## config.mk

```make
export PLATFORM = sky130hd
export DESIGN_NAME = banked_memory_map
export DESIGN_NICKNAME = d
export VERILOG_FILES = /design/src/logic/banked_memory_map_pkg.sv /design/src/logic/data_ram.sv /design/src/logic/banked_memory_map.sv
export VERILOG_INCLUDE_DIRS = /design/src /design/src/logic
export SDC_FILE = /design/constraint.sdc
export NUM_CORES = 2
export LEC_CHECK = 0
export ABC_AREA = 1
export BUFFER_PORTS_ARGS = -buffer_cell sky130_fd_sc_hd__buf_2
export CORE_AREA = 2 2 693 522
export CTS_CLUSTER_DIAMETER = 50
export DETAILED_ROUTE_END_ITERATION = 16
export DIE_AREA = 0 0 695 524
export PLACE_DENSITY_LB_ADDON = 0.12
export SETUP_SLACK_MARGIN = 0.4
export SLEW_MARGIN = 15
export SYNTH_ARGS = -nofsm -noshare
export SYNTH_HDL_FRONTEND = slang
export SYNTH_SLANG_ARGS = --single-unit
```

## constraint.sdc

```tcl
create_clock -name i_clk -period 6.72 [get_ports i_clk]
set_clock_uncertainty 0.2 [all_clocks]
set_input_delay 0.336 -clock i_clk [delete_from_list [all_inputs] [get_ports i_clk]]
set_output_delay 0.336 -clock i_clk [all_outputs]
set_load 0.03 [all_outputs]
```

## src/logic/banked_memory_map_map.svh

```systemverilog
// Address map constants for the banked memory map block
`ifndef BANKED_MEMORY_MAP_MAP_SVH
`define BANKED_MEMORY_MAP_MAP_SVH

`define PC_W            13
`define PROG_ADDR_W     12
`define PROG_DATA_W     14
`define RESET_VECTOR    13'h0000
`define IRQ_VECTOR      13'h0004
`define DATA_W          8
`define DADDR_W         9
`define OFFSET_W        7
`define RAM_ADDR_W      8
`define RAM_DEPTH       256
`define SFR_TOP         7'h1F
`define OFS_INDIRECT    7'h00
`define OFS_PCL         7'h02
`define OFS_STATUS      7'h03
`define OFS_POINTER     7'h04
`define OFS_PCLATH      7'h0A
`define OFS_INTCON      7'h0B
`define OFS_SHARED_LO   7'h70
`define STATUS_BSL_BIT  5
`define STATUS_BSH_BIT  6
`define STATUS_IRP_BIT  7
`define STATUS_RST      8'h18

`endif

```

## src/logic/banked_memory_map_pkg.sv

```systemverilog
// Types for the banked memory map block
package banked_memory_map_pkg;
    typedef enum logic [1:0] {
        BANK_0,
        BANK_1,
        BANK_2,
        BANK_3
    } bank_e;

    typedef enum logic [1:0] {
        AREA_INDIRECT,
        AREA_CORE,
        AREA_SPECIAL,
        AREA_GENERAL
    } area_e;
endpackage

```

## src/logic/data_ram.sv

```systemverilog
// General purpose static RAM, 256 x 8, registered read data
`timescale 1ns/1ps
`include "banked_memory_map_map.svh"

module data_ram (
    input  wire logic                     i_clk,    // Core clock
    input  wire logic                     i_we,     // Write strobe
    input  wire logic [`RAM_ADDR_W-1:0]   i_addr,   // Word address
    input  wire logic [`DATA_W-1:0]       i_wdata,    // Write data
    input  wire logic                     i_alt_sel,  // Return alt word
    input  wire logic [`DATA_W-1:0]       i_alt_data, // Non-RAM word
    output logic      [`DATA_W-1:0]       o_rdata     // Registered read data
);
    logic [`DATA_W-1:0] mem [`RAM_DEPTH];

    // Plain synchronous RAM, no reset so it maps to block memory
    always_ff @(posedge i_clk) begin
        if (i_we) begin
            mem[i_addr] <= i_wdata;
        end
    end

    // Core and refused reads share the output register, so read data
    // leave the block from a flop with the same latency as RAM data
    always_ff @(posedge i_clk) begin
        if (i_alt_sel) begin
            o_rdata <= i_alt_data;
        end else begin
            o_rdata <= mem[i_addr];
        end
    end
endmodule

```

## src/logic/banked_memory_map.sv

```systemverilog
// Program counter and banked data address mapping for the core
`timescale 1ns/1ps
`include "banked_memory_map_map.svh"

// ****************************************************************
// Notes on behaviour
// - The program counter is 13 bits and program memory is 4K x 14.
// - Fetch addresses past 4K wrap into the first 4K words.
// - After reset the first fetch is from address zero.
// - Taking an interrupt loads the program counter with four.
// - The high and low bank-select bits pick bank 0 to 3 in binary.
// - Each bank spans offsets 00h through 7Fh, 128 bytes.
// - Low offsets decode as special function area, higher as RAM.
// - Core registers and the top shared RAM are mirrored in all banks.
// - The data register file is 256 locations of 8 bits.
// - Data is reached by direct offset or via the indirect pointer.
// ****************************************************************

module banked_memory_map (
    input  wire logic                   i_clk,         // Core clock
    input  wire logic                   i_reset_n,     // Async reset
    input  wire logic                   i_pc_advance,  // Step PC by one
    input  wire logic                   i_pc_load,     // Jump request
    input  wire logic [`PC_W-1:0]       i_pc_target,   // Jump target
    input  wire logic                   i_irq_take,    // Interrupt taken
    input  wire logic                   i_data_rd,     // Data read strobe
    input  wire logic                   i_data_wr,     // Data write strobe
    input  wire logic                   i_indirect,    // Use pointer
    input  wire logic [`OFFSET_W-1:0]   i_offset,      // Direct offset
    input  wire logic [`DATA_W-1:0]     i_wdata,       // Write data
    output logic      [`PC_W-1:0]       o_pc,          // Program counter
    output logic      [`PROG_ADDR_W-1:0] o_fetch_addr, // Wrapped fetch
    output logic      [`DADDR_W-1:0]    o_data_addr,   // Full data addr
    output logic      [1:0]             o_area,        // Decoded area
    output logic      [1:0]             o_bank,        // Active bank
    output logic      [`DATA_W-1:0]     o_rdata,       // Read data
    output logic                        o_rvalid,      // Read data valid
    output logic                        o_sfr_wr,      // Peripheral write
    output logic      [`DATA_W-1:0]     o_indirect_pointer // Pointer value
);
    // ************************************************************
    // Program counter
    // ************************************************************
    logic [`PC_W-1:0] pc_r;
    logic [`PC_W-1:0] pc_nxt;

    // Interrupt outranks a jump, which outranks a plain step
    always_comb begin
        pc_nxt = pc_r;
        if (i_irq_take) begin
            pc_nxt = `IRQ_VECTOR;
        end else if (i_pc_load) begin
            pc_nxt = i_pc_target;
        end else if (i_pc_advance) begin
            pc_nxt = pc_r + 13'h0001;
        end
    end

    always_ff @(posedge i_clk or negedge i_reset_n) begin
        if (!i_reset_n) begin
            pc_r <= `RESET_VECTOR;
        end else begin
            pc_r <= pc_nxt;
        end
    end

    // Output loads the next value at the same edge as the counter,
    // so a reader never sees it one cycle late
    always_ff @(posedge i_clk or negedge i_reset_n) begin
        if (!i_reset_n) begin
            o_pc <= `RESET_VECTOR;
        end else begin
            o_pc <= pc_nxt;
        end
    end

    // Only the low 12 bits reach program memory, so a jump past 4K
    // lands back in the first 4K words
    // fetch wraps at 4K
    always_ff @(posedge i_clk or negedge i_reset_n) begin
        if (!i_reset_n) begin
            o_fetch_addr <= 12'h000;
        end else begin
            o_fetch_addr <= pc_nxt[`PROG_ADDR_W-1:0];
        end
    end

    // ************************************************************
    // Core registers held by this block
    // ************************************************************
    logic [`DATA_W-1:0] status_r;
    logic [`DATA_W-1:0] pointer_r;
    logic [`DATA_W-1:0] pclath_r;
    logic [`DATA_W-1:0] intcon_r;

    // ************************************************************
    // Address formation and decode
    // ************************************************************
    logic [`DADDR_W-1:0]    addr_full;
    logic [`OFFSET_W-1:0]   ofs;
    logic [1:0]             bank_sel;
    banked_memory_map_pkg::area_e area;
    logic [`RAM_ADDR_W-1:0] ram_addr;
    logic                   ram_hit;

    // Area of an in-bank offset; shared by both address paths
    function automatic banked_memory_map_pkg::area_e area_of(
        input logic [`OFFSET_W-1:0] o
    );
        if (o == `OFS_INDIRECT) begin
            return banked_memory_map_pkg::AREA_INDIRECT;
        end else if (o == `OFS_PCL || o == `OFS_STATUS ||
                     o == `OFS_POINTER || o == `OFS_PCLATH ||
                     o == `OFS_INTCON) begin
            return banked_memory_map_pkg::AREA_CORE;
        end else if (o <= `SFR_TOP) begin
            return banked_memory_map_pkg::AREA_SPECIAL;
        end else begin
            return banked_memory_map_pkg::AREA_GENERAL;
        end
    endfunction

    // bank bits as a binary pair
    assign bank_sel = {status_r[`STATUS_BSH_BIT],
                       status_r[`STATUS_BSL_BIT]};

    // Indirect uses the pointer plus the upper bank bit
    always_comb begin
        if (i_indirect) begin
            addr_full = {status_r[`STATUS_IRP_BIT], pointer_r};
        end else begin
            // bank bits above the 7-bit offset
            addr_full = {bank_sel, i_offset};
        end
    end

    assign ofs  = addr_full[`OFFSET_W-1:0];
    assign area = area_of(ofs);

    // fold four banks onto 256 RAM bytes; shared top is common
    always_comb begin
        ram_hit = (area == banked_memory_map_pkg::AREA_GENERAL);
        if (ofs >= `OFS_SHARED_LO) begin
            // top 16 bytes mirror bank 0
            ram_addr = {1'b0, ofs};
        end else begin
            ram_addr = {addr_full[7], ofs};
        end
    end

    // Indirect access through the pointer at offset zero reads zero
    logic access_ok;
    assign access_ok = !(i_indirect &&
                         area == banked_memory_map_pkg::AREA_INDIRECT);

    // ************************************************************
    // Core register writes
    // ************************************************************
    logic core_wr;
    assign core_wr = i_data_wr && access_ok &&
                     (area == banked_memory_map_pkg::AREA_CORE);

    // Offset match gated by the write strobe; every core register
    // and the pointer output use the same test
    function automatic logic wr_hit(
        input logic                 wr,
        input logic [`OFFSET_W-1:0] o,
        input logic [`OFFSET_W-1:0] want
    );
        return wr && (o == want);
    endfunction

    // Reset value leaves bank 0 selected for the first direct accesses
    // status mirrored in all banks
    always_ff @(posedge i_clk or negedge i_reset_n) begin
        if (!i_reset_n) begin
            status_r <= `STATUS_RST;
        end else if (wr_hit(core_wr, ofs, `OFS_STATUS)) begin
            status_r <= i_wdata;
        end
    end

    // Full 8-bit pointer; the upper bank bit comes from status
    // pointer register
    always_ff @(posedge i_clk or negedge i_reset_n) begin
        if (!i_reset_n) begin
            pointer_r <= 8'h00;
        end else if (wr_hit(core_wr, ofs, `OFS_POINTER)) begin
            pointer_r <= i_wdata;
        end
    end

    // Latch only: jumps take their whole target from the core, so
    // this register is kept for software to read back
    always_ff @(posedge i_clk or negedge i_reset_n) begin
        if (!i_reset_n) begin
            pclath_r <= 8'h00;
        end else if (wr_hit(core_wr, ofs, `OFS_PCLATH)) begin
            pclath_r <= i_wdata;
        end
    end

    // Interrupt enables are held here; the interrupt logic is elsewhere
    always_ff @(posedge i_clk or negedge i_reset_n) begin
        if (!i_reset_n) begin
            intcon_r <= 8'h00;
        end else if (wr_hit(core_wr, ofs, `OFS_INTCON)) begin
            intcon_r <= i_wdata;
        end
    end

    // ************************************************************
    // General purpose RAM and read data
    // ************************************************************
    logic [`DATA_W-1:0] core_rd;
    logic               alt_sel;
    logic [`DATA_W-1:0] alt_data;

    // Core register value at the current offset; the program counter
    // low byte is live, so a read shows the counter at the strobe
    always_comb begin
        unique case (ofs)
            `OFS_PCL:     core_rd = pc_r[7:0];
            `OFS_STATUS:  core_rd = status_r;
            `OFS_POINTER: core_rd = pointer_r;
            `OFS_PCLATH:  core_rd = pclath_r;
            `OFS_INTCON:  core_rd = intcon_r;
            default:      core_rd = 8'h00;
        endcase
    end

    // Anything but an allowed RAM hit returns the alternate word
    assign alt_sel = !(access_ok && ram_hit);

    // Peripheral special area reads zero here; peripherals own it
    always_comb begin
        alt_data = 8'h00;
        if (access_ok && area == banked_memory_map_pkg::AREA_CORE) begin
            alt_data = core_rd;
        end
    end

    // The RAM output register carries core words as well, so the top
    // level read data come straight from a flop
    data_ram u_ram (
        .i_clk      (i_clk),
        .i_we       (i_data_wr && ram_hit && access_ok),
        .i_addr     (ram_addr),
        .i_wdata    (i_wdata),
        .i_alt_sel  (alt_sel),
        .i_alt_data (alt_data),
        .o_rdata    (o_rdata)
    );

    // Strobe delayed one edge to line up with the RAM output register
    // one-cycle read valid
    always_ff @(posedge i_clk or negedge i_reset_n) begin
        if (!i_reset_n) begin
            o_rvalid <= 1'b0;
        end else begin
            o_rvalid <= i_data_rd;
        end
    end

    // ************************************************************
    // Registered address and status outputs
    // ************************************************************
    // address, area and bank of the access formed this cycle
    always_ff @(posedge i_clk or negedge i_reset_n) begin
        if (!i_reset_n) begin
            o_data_addr <= 9'h000;
            o_area      <= 2'h0;
            o_bank      <= 2'h0;
        end else begin
            o_data_addr <= addr_full;
            o_area      <= area;
            o_bank      <= addr_full[8:7];
        end
    end

    // Peripheral special offsets live outside this block, so a write
    // to them is only flagged here
    always_ff @(posedge i_clk or negedge i_reset_n) begin
        if (!i_reset_n) begin
            o_sfr_wr <= 1'b0;
        end else begin
            o_sfr_wr <= i_data_wr && access_ok &&
                (area == banked_memory_map_pkg::AREA_SPECIAL);
        end
    end

    // Pointer output includes a write landing at this edge, so the
    // core sees the new value as soon as the register holds it
    always_ff @(posedge i_clk or negedge i_reset_n) begin
        if (!i_reset_n) begin
            o_indirect_pointer <= 8'h00;
        end else begin
            o_indirect_pointer <= wr_hit(core_wr, ofs, `OFS_POINTER) ?
                                  i_wdata : pointer_r;
        end
    end
endmodule

```

### Word level (Yosys, flattened, before mapping)

Memories as Yosys holds them, arrays and structs flattened.
Cells that the tools add are included.

| cells by class | value |
|---|---|
| add/sub/neg operators | 1 |
| multipliers | 0 |
| bitwise logic cells | 0 |
| reduce and logical (&&, ||, !) cells | 20 |
| muxes and demuxes | 13 |
| equality and inequality tests | 8 |
| shift operators | 0 |
| magnitude comparators | 2 |
| divide/modulo/power cells | 0 |

Operator list:

| operator | count |
|---|---|
| 8-bit case mux with 5 select lines | 1 |
| 13-bit 2-to-1 mux | 3 |
| 8-bit 2-to-1 mux | 3 |
| 7-bit by 2-bit equality test with 1-bit output, second input constant | 2 |
| 7-bit by 4-bit equality test with 1-bit output, second input constant | 2 |
| 13-bit by 1-bit adder with 13-bit output, second input constant | 1 |
| 1-bit logical AND | 12 |
| 9-bit 2-to-1 mux | 1 |
| 7-bit by 3-bit equality test with 1-bit output, second input constant | 1 |
| 7-bit greater-or-equal comparator, second input constant | 1 |
| 7-bit by 5-bit <= comparator with 1-bit output, second input constant | 1 |
| 7-bit logical NOT | 1 |
| 2-bit equality test, second input constant | 2 |
| 1-bit logical OR | 4 |
| 2-bit 2-to-1 mux | 2 |
| 1-bit 2-to-1 mux | 3 |
| 3-bit nonzero test | 1 |
| 2-bit by 1-bit equality test with 1-bit output, second input constant | 1 |
| 2-bit logical NOT | 1 |
| 1-bit logical NOT | 1 |

| word-level totals | value |
|---|---|
| memories kept | 1 |
| bits in writable memories | 2048 |
| bits in latches | 0 |
| input port bits | 36 |
| register bits | 68 |
| ROM bits | 0 |

Memories:

| memory | words | width | rd ports | clocked after memory_dff | write ports | RTL line | RTL |
|---|---|---|---|---|---|---|---|
| u_ram.mem | 256 | 8 | 1 | 0 | 1 | data_ram.sv:14 | `` logic [`DATA_W-1:0] mem [`RAM_DEPTH]; `` |

### Logic depth before layout (Yosys ltp)

| logic depth | value |
|---|---|
| word-level depth | 14 |
| depth in mapped cells | 22 |
| depth with buffers taken out | 17 |

### By module

From an unflattened synthesis, not the netlist that was laid out.

| unflattened totals | value |
|---|---|
| cell total of the unflattened synthesis | 8094 |
| area total of the unflattened synthesis | 87024.7 µm² |

Modules (own cells, without submodules):

| module | times used | seq. area each (µm²) | area an instance (µm²) | cells each |
|---|---|---|---|---|
| data_ram | 1 | 61659.1 | 83785.4 | 7677 |
| banked_memory_map | 1 | 1453.9 | 3239.4 | 417 |

### Worst setup path after synthesis

OpenSTA, ideal clock, no wires.

| timing | value |
|---|---|
| path kind | reg2reg |
| from | register pointer_r[0] |
| to | memory u_ram.mem[111][0] in the netlist's numbering (enable) |
| clock period less this slack | 3.274 ns |
| library setup time | 0.395 ns |
| path slack | 3.446 ns |
| buffers on the path | 2 |
| data arrival time | 2.679 ns |
| required time | 6.125 ns |
| cell stages (with the launch flop) | 9 |
| cells stage by stage | dfrtp_1 > inv_1 > nand2_2 > nand2_1 > nor2_2 > buf_2 > clkbuf_1 > nand3_1 > nor4_1 |

| between the ends | value |
|---|---|
| cells in the longest elaborated chain, start to end | 14 |
| elaborated cells between the ends (all ways) | 25 |

RTL lines:

| element | RTL line | RTL |
|---|---|---|
| from (decl) | banked_memory_map.sv:92 | `` logic [`DATA_W-1:0] pointer_r; `` |
| from (signal assigned) | banked_memory_map.sv:189 | `pointer_r <= i_wdata;` |
| 9-bit 2-to-1 mux * | banked_memory_map.sv:129 | `if (i_indirect) begin` |
| branches (longest 13 deep; another with 7-bit by 5-bit <= comparator with 1-bit output) | n/a |  |
| to (decl) | data_ram.sv:14 |  |

Every way passes the cells marked *.

### Final worst setup path

| timing | value |
|---|---|
| from | input port i_indirect |
| to | register u_ram.o_rdata[2] |

| between the ends | value |
|---|---|
| cells in the longest elaborated chain, start to end | 14 |
| elaborated cells between the ends (all ways) | 28 |

RTL lines:

| element | RTL line | RTL |
|---|---|---|
| from (decl) | banked_memory_map.sv:28 | `input wire logic i_indirect,` |
| branches (longest 13 deep; another with memory 256 x 8 bit) | n/a |  |
| 8-bit 2-to-1 mux * | data_ram.sv:26 | `if (i_alt_sel) begin` |
| to (signal assigned) | data_ram.sv:27 | `o_rdata <= i_alt_data;` |
| to (signal assigned) | data_ram.sv:29 | `o_rdata <= mem[i_addr];` |
| to (decl) | data_ram.sv:12 | `` output logic [`DATA_W-1:0] o_rdata `` |

Marked as above.
A chain may end at the register's enable or synchronous reset.

==> flow_metrics.tcl <==
set metrics [dict create \
    synth_area_per_cell_um2 10.20 \
    wl_um 294700 \
    htreeDepth 5 \
    routabilityCongestion 0.8203 \
    clock-sinks 2114 \
    syn_to_final_growth_pct 19.57 \
    cp_slowest_cell "nor2_1" \
    crit_required_ns 7.26 \
    whs_ns 0.1536 \
    cpLargestDelayFamily "simple AND/OR/NAND/NOR gates" \
    die_y_um 524 \
    finalCriticalPeriod_ns 4.688 \
    multiInputGateArea_um2 26030 \
    power.total_mw 31.70 \
    holdCritPathClass "in -> async" \
    core_um2 356800 \
    drt_first_pass_iters 5 \
    crit_arrival_ns 5.23 \
    clk_pin_slew_ns 0.06 \
    ys_top_cells_by_count "nand2_1, edfxtp_1, nor2_1, clkbuf_1, nand3_1" \
    cts_tree "yes" \
    clk_latency_ns 0.86 \
    ios 92 \
    fin_ws_ns 2.032 \
    drv_cap 0 \
    slew_viol_final 0 \
    synth_cells 8726 \
    cts_resized 0 \
    ant_nets 0 \
    grt_max_degree 175 \
    yosys.area.top_type "edfxtp_1" \
    setup_viol 0 \
    async_flop_share 0.02744 \
    antenna_found_initial 20 \
    r2r-start "pointer_r[0]$_DFFE_PN0P_" \
    fin_crit_sh 0.6976 \
    grtUsageTotal 0.1590 \
    tightest_slew_ns 1.257 \
    via_count 60740 \
    start_kind "input port" \
    finalSetupTns_ns 0 \
    cts_hold_buf 52 \
    drive_gt1_frac 0.06931 \
    nets 9465 \
    setup.worst_path.class "in -> reg" \
    synth_cell_type_count 43 \
    crit_chain "dlygate4sd3_1, buf_2, nand2_1, o21ai_4, inv_8, buf_12, nand2_1, nand2_1, nand2_1, nand2_1, nor2_1, nor2_1, nor2_1, nand2_1, nand2_1, nand2_1, o21ai_1, nand2_1" \
    synth_most_common_cell "nand2_1" \
    start_util 0.2495 \
    dp_slack_ns 1.878 \
    synth_top_area_share 0.6909 \
    n_fill_cell 37130 \
    synth_edf_count 2048 \
    ys_warn_count 0 \
    path_max_fanout 116 \
    wire_per_inst_um 20.43 \
    port_buffers 91 \
    cts-root-buf "clkbuf_16" \
    synth.area.top_cells "edfxtp_1, nand2_1, nor2_1" \
    clk_path_buf_depth 4 \
    irDropWorstVdd_v 0.0001851 \
    slew_headroom 0.1590 \
    die-area_um2 364200 \
    path_buf_inv 4 \
    synth-main-ff-cell "edfxtp_1" \
    syn-cell-area_um2 89020 \
    vias_per_cell 4.210 \
    worstSetupEndpointType "register" \
    crit_top_cell "nand2_1" \
    cts_setup_buffers 0 \
    seq_area_um2 63110 \
    leakagePower_nw 43.85 \
    placed_area_um2 97150 \
    status "completed" \
    stdcell_area_um2 106400 \
    numCtsBuffers 274 \
    num_rows 190 \
    cp_slowest_stage_delay_ns 0.65 \
    powerDensity_nw_per_um2 297.8 \
    grt_pass1_wl_um 424300 \
    die_w_um 695 \
    final-hold-violation-count 0 \
    grt_overflow_total 0 \
    rsz0062_at_grt "false" \
    drt_iter0_markers 5110 \
    synth-seq-cells 2114 \
    grt_pass1_vias 59620 \
    fmax_ghz 0.2133 \
    hpwl_um 167000 \
    startpoint "i_indirect" \
    drc_errors 0 \
    seq_area_frac_synth 0.7090 \
]
## area by class of cell
class	instances	share of cell area
inverter	75	0.002763
antenna	5	0.0001176
clock inverter	142	0.01321
sequential	2114	0.5930
multi-input combinational	6709	0.2446
clock buffer	330	0.06877
tap	4800	0.05643
timing repair buffer	254	0.02116
## cell families (layout without fill, tap and decap cells)
logic type	count (synthesis)	count (layout)	share of synthesized area
muxes	1	1	0.0001265
and+or+nand+nor	5966	5966	0.2566
AOI/OAI and AO/OA	92	92	0.006297
adders and majority gates	1	1	0.0001405
xor gates and xnor gates	9	9	0.0008856
buffers and inverters	542	801	0.02686
other	1	645	0.00004213
DFF	2114	2114	0.7090
## worst paths after layout
path,to,slack [ns],depth (start not counted)
max in group asynchronous,o_pc[0]$_DFFE_PN0P_,5.28,3
worst max-delay path,u_ram.o_rdata[2]$_DFF_P_,2.03,18
worst min-delay path,status_r[1]$_DFFE_PN0P_,0.15,3
worst max register to register,u_ram.o_rdata[2]$_DFF_P_,2.07,18
min in group i_clk,o_sfr_wr$_DFF_PN0_,0.21,4
worst min register to register,status_r[4]$_DFFE_PN1P_,0.29,2
## worst min-delay path, delay by kind of cell
kind | cells | cell delay (ns)
buffers and inverters | 3 | 1.40
## registers in the layout (all words and copies together) (netlist names), 7 cells and up
signal	flops
o_data_addr	7
o_pc	13
intcon_r	8
u_ram.o_rdata	8
u_ram.mem	2048
pointer_r	8
status_r	8
pclath_r	8
## layout by cell type, fill, tap and decap left out, types with 38 or more instances in the layout
master	Yosys	final
conb_1	1	640
clkinv_1	1	38
nor2_1	526	518
nand2_1	5204	5196
nand3_1	193	192
edfxtp_1	2048	2048
buf_4	18	82
dlygate4sd3_1	0	52
clkinv_2	0	40
clkbuf_1	224	42
o21ai_1	41	40
inv_1	58	56
dfrtp_1	56	56
clkbuf_16	0	284
buf_2	175	82
## metal layers
metal / routed length [µm] / share of wire / vias to the layer above / global-route usage
met1: 143700 / 0.49 / 29720 / 0.2309
met3: 15570 / 0.053 / 478 / 0.02730
li1: - / - / 29190 / -
met4: 10770 / 0.037 / 2 / 0.05496
met2: 124700 / 0.42 / 1360 / 0.2385
met5: 17 / 0.000058 / - / 0
## report_power, final
| group | internal, mW | switching (mW) |
|---|---|---|
| Combinational | 0.519 | 1.77 |
| Clock | 8.63 | 5.83 |
| Sequential | 14.8 | 0.103 |
## through the flow
stage	instances	util
final	14430	0.2983
after global routing	14430	0.2982
after CTS	14420	0.2982
after detailed placement	13900	0.2723
after global placement	13900	0.2721
after floorplan	9365	-
Power figures use the tool's default switching activity.
